[config.mk]
export PLATFORM = sky130hd
export DESIGN_NAME = dmr_mode_ctrl
export DESIGN_NICKNAME = d
export VERILOG_FILES = /design/src/common/dmr_pkg.sv /design/src/rtl/dmr_mode_ctrl.sv /design/src/rtl/dmr_read_lat.sv
export SDC_FILE = /design/constraint.sdc
export NUM_CORES = 1
export LEC_CHECK = 0
export ABC_AREA = 1
export BUFFER_PORTS_ARGS = -buffer_cell sky130_fd_sc_hd__buf_4
export CAP_MARGIN = 20
export CORE_MARGIN = 2
export CORE_UTILIZATION = 40
export CTS_CLUSTER_SIZE = 24
export DETAILED_ROUTE_END_ITERATION = 12
export PLACE_DENSITY_LB_ADDON = 0.1
export SETUP_SLACK_MARGIN = 0.02
export SLEW_MARGIN = 25
export SYNTH_ARGS = -nofsm -noshare
export SYNTH_HDL_FRONTEND = slang
export SYNTH_SLANG_ARGS = --single-unit
[constraint.sdc]
create_clock -name i_sys_clk -period 5.77 [get_ports i_sys_clk]
set_clock_uncertainty 0.15 [all_clocks]
set_input_delay 1.154 -clock i_sys_clk [delete_from_list [all_inputs] [get_ports i_sys_clk]]
set_output_delay 1.154 -clock i_sys_clk [all_outputs]
set_load 0.005 [all_outputs]
[src/common/dmr_pkg.sv]
// Constants for the mode-register and DLL-off control block of the memory device.
// Assumes a single 100 MHz command clock; command pins sampled on its rising edge.
package dmr_pkg;
    localparam int  ADDR_W        = 14;
    localparam int  BA_W          = 3;
    localparam int  DATA_W        = 8;
    // Mode register selects on bank address
    localparam logic [2:0] BA_MR0 = 3'h0;
    localparam logic [2:0] BA_MR1 = 3'h1;
    localparam logic [2:0] BA_MR2 = 3'h2;
    localparam logic [2:0] BA_MR3 = 3'h3;
    // Field positions
    localparam int  MR0_DLL_RESET = 8;
    localparam int  MR1_DLL_OFF   = 0;
    localparam int  MR2_ASR       = 6;
    localparam int  MR2_SRT       = 7;
    localparam int  MR2_RTTWR_LO  = 9;
    localparam int  MR2_RTTWR_HI  = 10;
    localparam int  MR2_CWL_LO    = 3;
    localparam int  MR2_CWL_HI    = 5;
    localparam int  MR0_CL_LO     = 4;
    localparam int  MR0_CL_HI     = 6;
    localparam int  MR1_AL_LO     = 3;
    localparam int  MR1_AL_HI     = 4;
    localparam int  MR1_WLEVEL    = 7;
    localparam int  MR3_MPR_EN    = 2;
    localparam int  MR3_MPR_LO    = 0;
    localparam int  MR3_MPR_HI    = 1;
    // Reset values
    localparam logic [13:0] MR_RESET_VAL = 14'h0000;
    // DLL-off supported latency
    localparam logic [3:0] DLLOFF_CL  = 4'h6;
    localparam logic [3:0] DLLOFF_CWL = 4'h6;
    // Encoded CL field value for CL=6 and CWL field value for CWL=6
    localparam logic [2:0] CL6_CODE   = 3'h2;
    localparam logic [2:0] CWL6_CODE  = 3'h1;
    localparam logic [3:0] CL_BASE    = 4'h4;
    localparam logic [3:0] CWL_BASE   = 4'h5;
    // Calibration readout pattern, alternating bits
    localparam logic [7:0] CAL_PATTERN = 8'h55;
    // DLL reset pulse duration
    localparam int  DLL_RST_NS    = 20;
    localparam int  CLK_PERIOD_NS = 10;
    localparam int  DLL_RST_CYC   = (DLL_RST_NS + CLK_PERIOD_NS - 1) / CLK_PERIOD_NS;
    localparam logic [7:0] DLL_RST_CYC_W = 8'(DLL_RST_CYC);
    typedef enum logic [4:0] {
        DMR_CMD_IDLE  = 5'h01,
        DMR_CMD_MRS   = 5'h02,
        DMR_CMD_READ  = 5'h04,
        DMR_CMD_OTHER = 5'h08,
        DMR_CMD_DESEL = 5'h10
    } dmr_cmd_t;
endpackage

[src/rtl/dmr_mode_ctrl.sv]
// Mode-register file, command decode, calibration readout and DLL-off latency handling.
// Assumes the controller obeys command ordering and timing; inputs synchronous to i_sys_clk.
`timescale 1ns/10ps
module dmr_mode_ctrl (
    input  wire logic                            i_sys_clk,
    input  wire logic                            i_rst,
    input  wire logic                            i_cs_n,
    input  wire logic                            i_ras_n,
    input  wire logic                            i_cas_n,
    input  wire logic                            i_we_n,
    input  wire logic [dmr_pkg::BA_W-1:0]        i_ba,
    input  wire logic [dmr_pkg::ADDR_W-1:0]      i_addr,
    input  wire logic                            i_selfrefresh_active,
    input  wire logic                            i_thermal_extended,
    input  wire logic [dmr_pkg::DATA_W-1:0]      i_array_rdata,
    output logic [dmr_pkg::ADDR_W-1:0]           o_mode_register_0,
    output logic [dmr_pkg::ADDR_W-1:0]           o_mode_register_1,
    output logic [dmr_pkg::ADDR_W-1:0]           o_mode_register_2,
    output logic [dmr_pkg::ADDR_W-1:0]           o_mode_register_3,
    output logic                                 o_dll_enable,
    output logic                                 o_dll_reset,
    output logic                                 o_sr_extended_rate,
    output logic [1:0]                           o_rtt_wr,
    output logic                                 o_latency_ok,
    output logic                                 o_cal_pattern_active,
    output logic                                 o_read_issue,
    output logic                                 o_array_cmd,
    output logic                                 o_dqs_start,
    output logic [dmr_pkg::DATA_W-1:0]           o_rdata
);
    localparam int LAT_W = 5;

    logic [dmr_pkg::ADDR_W-1:0] mr_q [4];
    logic [7:0]                 dll_rst_cnt_q;
    logic                       dll_rst_q;
    logic [dmr_pkg::DATA_W-1:0] rdata_q;
    logic                       read_q;
    logic                       array_cmd_q;
    logic                       sr_ext_q;
    dmr_pkg::dmr_cmd_t          cmd;
    logic [LAT_W-1:0]           rd_lat;
    logic [3:0]                 cl_val;
    logic [3:0]                 al_val;
    logic                       dll_off;
    logic                       mpr_on;

    function automatic dmr_pkg::dmr_cmd_t decode_cmd(
        input logic cs_n,
        input logic ras_n,
        input logic cas_n,
        input logic we_n
    );
        dmr_pkg::dmr_cmd_t c;
        c = dmr_pkg::DMR_CMD_OTHER;
        if (cs_n)
            c = dmr_pkg::DMR_CMD_DESEL;
        else if (ras_n && cas_n && we_n)
            c = dmr_pkg::DMR_CMD_IDLE;
        else if (!ras_n && !cas_n && !we_n)
            c = dmr_pkg::DMR_CMD_MRS;
        else if (ras_n && !cas_n && we_n)
            c = dmr_pkg::DMR_CMD_READ;
        return c;
    endfunction

    assign cmd     = decode_cmd(i_cs_n, i_ras_n, i_cas_n, i_we_n);
    assign dll_off = mr_q[1][dmr_pkg::MR1_DLL_OFF];
    assign mpr_on  = mr_q[3][dmr_pkg::MR3_MPR_EN];

    // Mode register writes; unwritten registers keep their value, except the MR0 DLL reset bit, which self-clears
    generate
        for (genvar g = 0; g < 4; g++)
        begin : g_mr
            always_ff @(posedge i_sys_clk or posedge i_rst)
            begin
                if (i_rst)
                    mr_q[g] <= dmr_pkg::MR_RESET_VAL;
                else if (cmd == dmr_pkg::DMR_CMD_MRS && i_ba == dmr_pkg::BA_W'(g))
                    mr_q[g] <= i_addr;
                else if (g == 0 && dll_rst_q && dll_rst_cnt_q == 8'h01)
                    mr_q[g][dmr_pkg::MR0_DLL_RESET] <= 1'b0;
            end
        end
    endgenerate

    // DLL reset runs for a fixed time then clears the request bit
    always_ff @(posedge i_sys_clk or posedge i_rst)
    begin
        if (i_rst)
        begin
            dll_rst_q     <= 1'b0;
            dll_rst_cnt_q <= 8'h00;
        end
        else if (!dll_rst_q && mr_q[0][dmr_pkg::MR0_DLL_RESET])
        begin
            dll_rst_q     <= 1'b1;
            dll_rst_cnt_q <= dmr_pkg::DLL_RST_CYC_W;
        end
        else if (dll_rst_q)
        begin
            if (dll_rst_cnt_q == 8'h01)
                dll_rst_q <= 1'b0;
            dll_rst_cnt_q <= dll_rst_cnt_q - 8'h01;
        end
    end

    // Rate choice latched only outside self-refresh so it is stable within one
    always_ff @(posedge i_sys_clk or posedge i_rst)
    begin
        if (i_rst)
            sr_ext_q <= 1'b0;
        else if (!i_selfrefresh_active)
            sr_ext_q <= mr_q[2][dmr_pkg::MR2_ASR] ? i_thermal_extended
                                                  : mr_q[2][dmr_pkg::MR2_SRT];
    end

    // Read path: pattern replaces array data while readout enabled
    always_ff @(posedge i_sys_clk or posedge i_rst)
    begin
        if (i_rst)
        begin
            rdata_q     <= '0;
            read_q      <= 1'b0;
            array_cmd_q <= 1'b0;
        end
        else
        begin
            read_q      <= (cmd == dmr_pkg::DMR_CMD_READ);
            // Idle and deselect never reach the array
            array_cmd_q <= (cmd == dmr_pkg::DMR_CMD_READ && !mpr_on) ||
                           (cmd == dmr_pkg::DMR_CMD_OTHER);
            if (cmd == dmr_pkg::DMR_CMD_READ)
            begin
                if (mpr_on)
                    rdata_q <= dmr_pkg::CAL_PATTERN;
                else
                    rdata_q <= i_array_rdata;
            end
        end
    end

    // Latency decode; AL field 3 is reserved and treated as zero
    always_comb
    begin
        cl_val = dmr_pkg::CL_BASE + {1'b0, mr_q[0][dmr_pkg::MR0_CL_HI:dmr_pkg::MR0_CL_LO]};
        case (mr_q[1][dmr_pkg::MR1_AL_HI:dmr_pkg::MR1_AL_LO])
            2'h1:    al_val = cl_val - 4'h1;
            2'h2:    al_val = cl_val - 4'h2;
            default: al_val = 4'h0;
        endcase
        rd_lat = LAT_W'(al_val) + LAT_W'(cl_val) - (dll_off ? LAT_W'(1) : LAT_W'(0));
    end

    dmr_read_lat #(
        .CNT_W (LAT_W)
    ) u_read_lat (
        .i_sys_clk (i_sys_clk),
        .i_rst     (i_rst),
        .i_start   (cmd == dmr_pkg::DMR_CMD_READ),
        .i_latency (rd_lat),
        .o_fire    (o_dqs_start)
    );

    assign o_mode_register_0    = mr_q[0];
    assign o_mode_register_1    = mr_q[1];
    assign o_mode_register_2    = mr_q[2];
    assign o_mode_register_3    = mr_q[3];
    assign o_dll_enable         = !dll_off;
    assign o_dll_reset          = dll_rst_q;
    assign o_sr_extended_rate   = sr_ext_q;
    // Dynamic termination withheld in write leveling
    assign o_rtt_wr             = mr_q[1][dmr_pkg::MR1_WLEVEL] ? 2'h0
                                : mr_q[2][dmr_pkg::MR2_RTTWR_HI:dmr_pkg::MR2_RTTWR_LO];
    // DLL-off only guarantees the single latency pair
    assign o_latency_ok         = !dll_off ||
                                  (mr_q[0][dmr_pkg::MR0_CL_HI:dmr_pkg::MR0_CL_LO] == dmr_pkg::CL6_CODE &&
                                   mr_q[2][dmr_pkg::MR2_CWL_HI:dmr_pkg::MR2_CWL_LO] == dmr_pkg::CWL6_CODE);
    assign o_cal_pattern_active = mpr_on;
    assign o_read_issue         = read_q;
    assign o_array_cmd          = array_cmd_q;
    assign o_rdata              = rdata_q;
endmodule // dmr_mode_ctrl

[src/rtl/dmr_read_lat.sv]
// Read latency timer: issues the strobe-start pulse a programmed number of cycles after a read.
// Assumes reads spaced so at most one is in flight within the latency window.
`timescale 1ns/10ps
module dmr_read_lat #(
    parameter int CNT_W = 5
) (
    input  wire logic             i_sys_clk,
    input  wire logic             i_rst,
    input  wire logic             i_start,
    input  wire logic [CNT_W-1:0] i_latency,
    output logic                  o_fire
);
    logic [CNT_W-1:0] cnt_q;
    logic             busy_q;
    logic             fire_q;

    always_ff @(posedge i_sys_clk or posedge i_rst)
    begin
        if (i_rst)
        begin
            cnt_q  <= '0;
            busy_q <= 1'b0;
            fire_q <= 1'b0;
        end
        else
        begin
            fire_q <= 1'b0;
            if (i_start)
            begin
                // Latency of one fires on the next edge
                if (i_latency <= CNT_W'(1))
                begin
                    fire_q <= 1'b1;
                    busy_q <= 1'b0;
                end
                else
                begin
                    cnt_q  <= i_latency - CNT_W'(1);
                    busy_q <= 1'b1;
                end
            end
            else if (busy_q)
            begin
                if (cnt_q == CNT_W'(1))
                begin
                    fire_q <= 1'b1;
                    busy_q <= 1'b0;
                end
                else
                begin
                    cnt_q <= cnt_q - CNT_W'(1);
                end
            end
        end
    end

    assign o_fire = fire_q;
endmodule // dmr_read_lat
# ---- Word level (Yosys, flattened, before mapping)
# Cells that the tools add are included.
dict set report word_totals {
  register_bits 83
  input_bits 33
  output_inout_bits 74
  wordCells 92
}
dict set report op_classes {
  add_sub_neg 8
  n_lt_le_gt_ge 1
  eq_ne 14
  n_mux 28
  reduce_logical 27
}
# cell n
set ops {}
lappend ops {{$mux W5} 5}
lappend ops {{$mux W8} 3}
lappend ops {{$mux W1} 15}
lappend ops {{$logic_and A1 B1 Y1} 14}
lappend ops {{$mux W4} 3}
lappend ops {{$sub A5 B1 Y5 const B} 2}
lappend ops {{$eq A3 B2 Y1 const B} 3}
lappend ops {{$eq A8 B1 Y1 const B} 1}
lappend ops {{$pmux W4 S2} 1}
lappend ops {{$sub A8 B1 Y8 const B} 1}
lappend ops {{$eq A3 B1 Y1 const B} 2}
lappend ops {{$logic_not A1 Y1} 6}
lappend ops {{$reduce_bool A2 Y1} 3}
lappend ops {{$add A4 B4 Y5} 1}
lappend ops {{$eq A5 B1 Y1 const B} 1}
lappend ops {{$eq A5 B2 Y1 const B} 1}
lappend ops {{$eq A5 B3 Y1 const B} 1}
lappend ops {{$eq A5 B4 Y1 const B} 1}
lappend ops {{$le A5 B1 Y1 const B} 1}
lappend ops {{$sub A5 B1 Y5} 1}
lappend ops {{$add A3 B3 Y4 const A} 1}
lappend ops {{$sub A4 B1 Y4 const B} 1}
lappend ops {{$sub A4 B2 Y4 const B} 1}
lappend ops {{$logic_not A3 Y1} 1}
lappend ops {{7 further kinds} 8}

# ---- Depth between registers and ports, before layout
dict set report depth {
  depth_word 10
  depth_mapped 20
  ltp_nobuf 20
}

# ---- Modules after synthesis
# A second synthesis with hierarchy kept.
dict set report hier_totals {
  hier_cells 493
  hier_area_um2 4086.4
}
# mod instances cells_each area_each_um2 seq_area_each_um2
set by_module_without_submodules {}
lappend by_module_without_submodules {dmr_mode_ctrl 1 413 3537.1 1901.8}
lappend by_module_without_submodules {dmr_read_lat 1 80 549.3 175.2}

# ---- Least setup slack after synthesis
# Ideal clock, no wire load.
dict set report synth_path {
  path_kind {flip-flop to flip-flop}
  startpoint {register mr_q, in the netlist o_mode_register_0[5]}
  endpoint {register u_read_lat.cnt_q[1]}
  setup_ns 0.074
  t_arrival_ns 2.585
  t_required_ns 5.546
  slack_ns 2.961
  path_stages_with_launch 17
  n_path_buf 0
  period_less_slack_ns 2.809
  cell_sequence {dfrtp_1 -> inv_1 -> ha_1 -> o22ai_1 -> nand2_1 -> ha_1 -> inv_1 -> fa_1 -> inv_1 -> ha_1 -> a21oi_1 -> nor2_2 -> nand3_2 -> nand2_2 -> inv_2 -> nand2_1 -> o21ai_2}
}
dict set report synth_via {
  elab_chain_len 8
  elab_cells_between_ends 12
  cone_classes {add/sub: 6; order compare: 1; eq/ne: 1; mux: 3; reduce/logical: 1}
}
# element line
set synth_rtl {}
lappend synth_rtl {{from (decl)} dmr_mode_ctrl.sv:33} ;# logic [dmr_pkg::ADDR_W-1:0] mr_q [4];
lappend synth_rtl {{from (signal, indexed assignment)} dmr_mode_ctrl.sv:77} ;# mr_q[g] <= dmr_pkg::MR_RESET_VAL;
lappend synth_rtl {{from (signal, indexed assignment)} dmr_mode_ctrl.sv:79} ;# mr_q[g] <= i_addr;
lappend synth_rtl {{$add A3 B3 Y4 *} dmr_mode_ctrl.sv:145} ;# cl_val = dmr_pkg::CL_BASE + {1'b0, mr_q[0][dmr_pkg::MR0_CL_HI:dmr_pkg::MR0_CL_LO]};
lappend synth_rtl {{$sub A4 B2 Y4 or $sub A4 B1 Y4 (tied branches)} {dmr_mode_ctrl.sv:148, dmr_mode_ctrl.sv:147}}
lappend synth_rtl {{$pmux W4 S2} dmr_mode_ctrl.sv:146} ;# case (mr_q[1][dmr_pkg::MR1_AL_HI:dmr_pkg::MR1_AL_LO])
lappend synth_rtl {{$add A4 B4 Y5 *} dmr_mode_ctrl.sv:151} ;# rd_lat = LAT_W'(al_val) + LAT_W'(cl_val) - (dll_off ? LAT_W'(1) : LAT_W'(0));
lappend synth_rtl {{$sub A5 B1 Y5 *} dmr_mode_ctrl.sv:151}
lappend synth_rtl {{$le A5 B1 Y1 or $sub A5 B1 Y5 (tied branches)} {dmr_read_lat.sv:31, dmr_read_lat.sv:38}}
lappend synth_rtl {{$ne A2 B2 Y1 (no line) or $mux W5 (tied branches)} -}
lappend synth_rtl {{$reduce_and A3 Y1 (no line) or $mux W5 (tied branches)} -}
lappend synth_rtl {{to (signal assigned)} dmr_read_lat.sv:38} ;# cnt_q <= i_latency - CNT_W'(1);
lappend synth_rtl {{to (signal assigned)} dmr_read_lat.sv:51} ;# cnt_q <= cnt_q - CNT_W'(1);
lappend synth_rtl {{to (decl)} dmr_read_lat.sv:13} ;# logic [CNT_W-1:0] cnt_q;
# Mark *: on every way between the ends. The rest lies on a longest branch, timed or not. The select of a mux whose other input is x is not followed.
# A chain may end at the register's enable or synchronous reset.

# ---- Worst setup path after layout
dict set report layout_path {
  startpoint {register mr_q, in the netlist o_mode_register_0[5]}
  endpoint {register u_read_lat.cnt_q[2]}
}
# Same word-level chain as after synthesis.

==> results_dict.tcl <==
set metrics [dict create \
    synth_top_cell_area_share_pct 52.0 \
    yosysWarnings 0 \
    globalRouteTotalUtil_pct 17.7 \
    layout-drive-gt1-share_pct 27.4 \
    criticalPathCategory "reg -> reg" \
    yosysUniqueCellTypes 36 \
    cts_made_buffers 9 \
    cp-start-kind "flop" \
    drc 0 \
    ir_worst_vdd_mv 0.180 \
    area_growth_pct 28.5 \
    vias 3238 \
    cp-end-kind "flop" \
    cpPeakStageDelay_ns 0.53 \
    maxCapViolCount 0 \
    holdWs_ns 0.339 \
    die_h_um 104 \
    cts_sinks 83 \
    clk_pin_slew_ns 0.08 \
    rsz0062_at_grt "false" \
    initial_core_util_pct 41.1 \
    wl_mm 9.32 \
    clockBufferDepth 2 \
    crit_path_top_delay_cell "fa_1" \
    ys_seq_area_share_pct 52.0 \
    core-area_um2 9730 \
    synth_common_cells "nand2_1 (87), dfrtp_1 (83), inv_1 (61)" \
    ant_nets 0 \
    p_leak_uw 0.00268 \
    place.gp.congestion 0.823 \
    syn_inst 442 \
    cp_cell_sequence "inv_1 -> ha_1 -> o22ai_1 -> nand2_1 -> ha_1 -> inv_1 -> fa_1 -> inv_1 -> ha_1 -> a21oi_1 -> nor2_2 -> nand3_2 -> nand2_2 -> inv_2 -> nand2_1 -> o21ai_1" \
    postSynth.asyncResetShare_pct 100 \
    grt_pass1_vias 3161 \
    dp_hpwl_mm 6.75 \
    synth-seq-cells 83 \
    maxSlewViolCount 0 \
    antenna_found_initial 0 \
    grt_overflow_total 0 \
    syn_nets 497 \
    synth.area.top_cells "dfrtp_1 (52%), nand2_1 (8.2%), ha_1 (6.6%)" \
    final_nets 605 \
    root_buffer "clkbuf_8" \
    min_path_type "reg -> reg" \
    slew_headroom_pct 48.7 \
    htreeDepth 3 \
    grt_max_degree 45 \
    path_delay_family "adder cells" \
    cts-resized-gates 0 \
    worstMarginPinSlew_ns 0.768 \
    clock_latency_ns 0.35 \
    finalSetupViolations 0 \
    ys.flop_type "dfrtp_1" \
    firstDrtPassIters 4 \
    diodes 0 \
    period_minus_slack_ns 3.07 \
    worst-path-buf-inv 4 \
    finalPower_uw 2010 \
    worstPathRequired_ns 5.89 \
    die_width_um 104 \
    syn_area_per_cell_um2 9.04 \
    synth.most_common_cell "nand2_1" \
    die_area_um2 10800 \
    cts_tree "done" \
    ios 107 \
    drt_iter0_drc 111 \
    power_density_nw_per_um2 391 \
    wl_per_cell_um 13.6 \
    fmax_ghz 0.326 \
    synth_edf_count 0 \
    period_share_pct 53.1 \
    std_cell_rows 36 \
    critPathArrivalTime_ns 3.19 \
    fin_setup_tns_ns 0 \
    cts_hold_buf 0 \
    grt_pass1_wl_mm 15.4 \
    cts_setup_buffers 0 \
    synth_area_um2 4000 \
    vias_per_cell 4.71 \
    status "finished clean" \
    critPathMaxFanout 8 \
    yosysTopAreaCell "dfrtp_1" \
    hold_violations 0 \
    port-buffer-count 106 \
]
layout by cell type (no fill, tap or decap), drive strengths merged:
cell type  netlist  layout
ha              21      21
nand3           21      21
o211ai           1       1
nand4            2       2
clkinv           0       3
a22oi            1       1
xnor2            1       1
nor4             2       2
fa               1       1
o21ai           52      52
buf              8     107
nand2           92      92
inv             66      66
nor2            44      44
xor2             1       1
a21oi           30      30
nor3             3       3
a22o             4       4
o22ai            1       1
clkbuf           2      10
o22a             4       4
dfrtp           83      83
o31ai            1       1
bufinv           0       3
o41ai            1       1
per-stage QoR:
stage               cells  util [%]  instance area (µm²)  worst slack [ns]
floorplan             442         -                 4000              2.33
global placement      672      50.3                 4890              2.85
detailed placement    672      50.3                 4890              2.74
CTS                   688      52.8                 5130              2.72
global route          688      52.8                 5130              2.48
finish                688      52.8                 5130              2.70
final timing paths:
path / start / endpoint / slack (ns) / cells after the start
worst min-delay path: o_mode_register_0[0]$_DFFE_PP0P_ / o_mode_register_0[0]$_DFFE_PP0P_ / 0.34 / 2
worst min register to register: o_mode_register_0[0]$_DFFE_PP0P_ / o_mode_register_0[0]$_DFFE_PP0P_ / 0.34 / 2
max in group asynchronous: i_rst / o_mode_register_2[6]$_DFFE_PP0P_ / 3.71 / 3
worst max register to register: o_mode_register_0[5]$_DFFE_PP0P_ / u_read_lat.cnt_q[2]$_DFFE_PP0P_ / 2.70 / 16
min in group asynchronous: i_rst / o_rdata[0]$_DFFE_PP0P_ / 0.77 / 2
worst max-delay path: o_mode_register_0[5]$_DFFE_PP0P_ / u_read_lat.cnt_q[2]$_DFFE_PP0P_ / 2.70 / 16
worst min-delay path: cells and delay by family (launching register included):
| kind | cells | cell delay (ns) |
|---|---|---|
| AOI/OAI and AO/OA | 1 | 0.06 |
| DFF | 1 | 0.35 |
| and+or+nand+nor | 1 | 0.05 |
cell families (layout without fill, tap and decap cells):
kind of cell / count (synthesis) / after routing / synth area share, %
AOI/OAI and AO/OA: 95 / 95 / 13.9
xor gates and xnor gates: 2 / 2 / 0.438
adders and majority gates: 22 / 22 / 7.08
buffers and inverters: 76 / 189 / 8.11
DFF: 83 / 83 / 52.0
and+or+nand+nor: 164 / 164 / 18.5
cell type report:
| type | instances | area (µm²) |
|---|---|---|
| clock buffer | 10 | 128 |
| clock inverter | 6 | 113 |
| tap | 133 | 166 |
| timing repair buffer | 107 | 803 |
| sequential | 83 | 2080 |
| fill | 957 | 4600 |
| inverter | 66 | 251 |
| multi-input combinational | 283 | 1600 |
flip-flops by register name, summed over array words and instances, names as in the netlist:
signal              flops
u_read_lat.o_fire       1
u_read_lat.busy_q       1
o_mode_register_1      14
o_mode_register_0      14
u_read_lat.cnt_q        5
o_sr_extended_rate      1
o_rdata                 8
dll_rst_cnt_q           8
o_dll_reset             1
o_read_issue            1
o_mode_register_3      14
o_array_cmd             1
o_mode_register_2      14
report_power, final:
part           leakage, µW  internal (µW)  switching (µW)  total, µW
Sequential         0.00105            715             105        820
Clock             0.000121            289             215        505
Combinational      0.00151            315             366        681
per-layer routing:
layer / wire [µm] / up-vias / track usage (%)
li1: - / 1639 / -
met1: 4340 / 1523 / 22.7
met2: 4420 / 69 / 29.2
met3: 474 / 7 / 4.95
met4: 90 / 0 / 5.69
met5: 0 / - / 0
(Power assumes the default switching activity.)
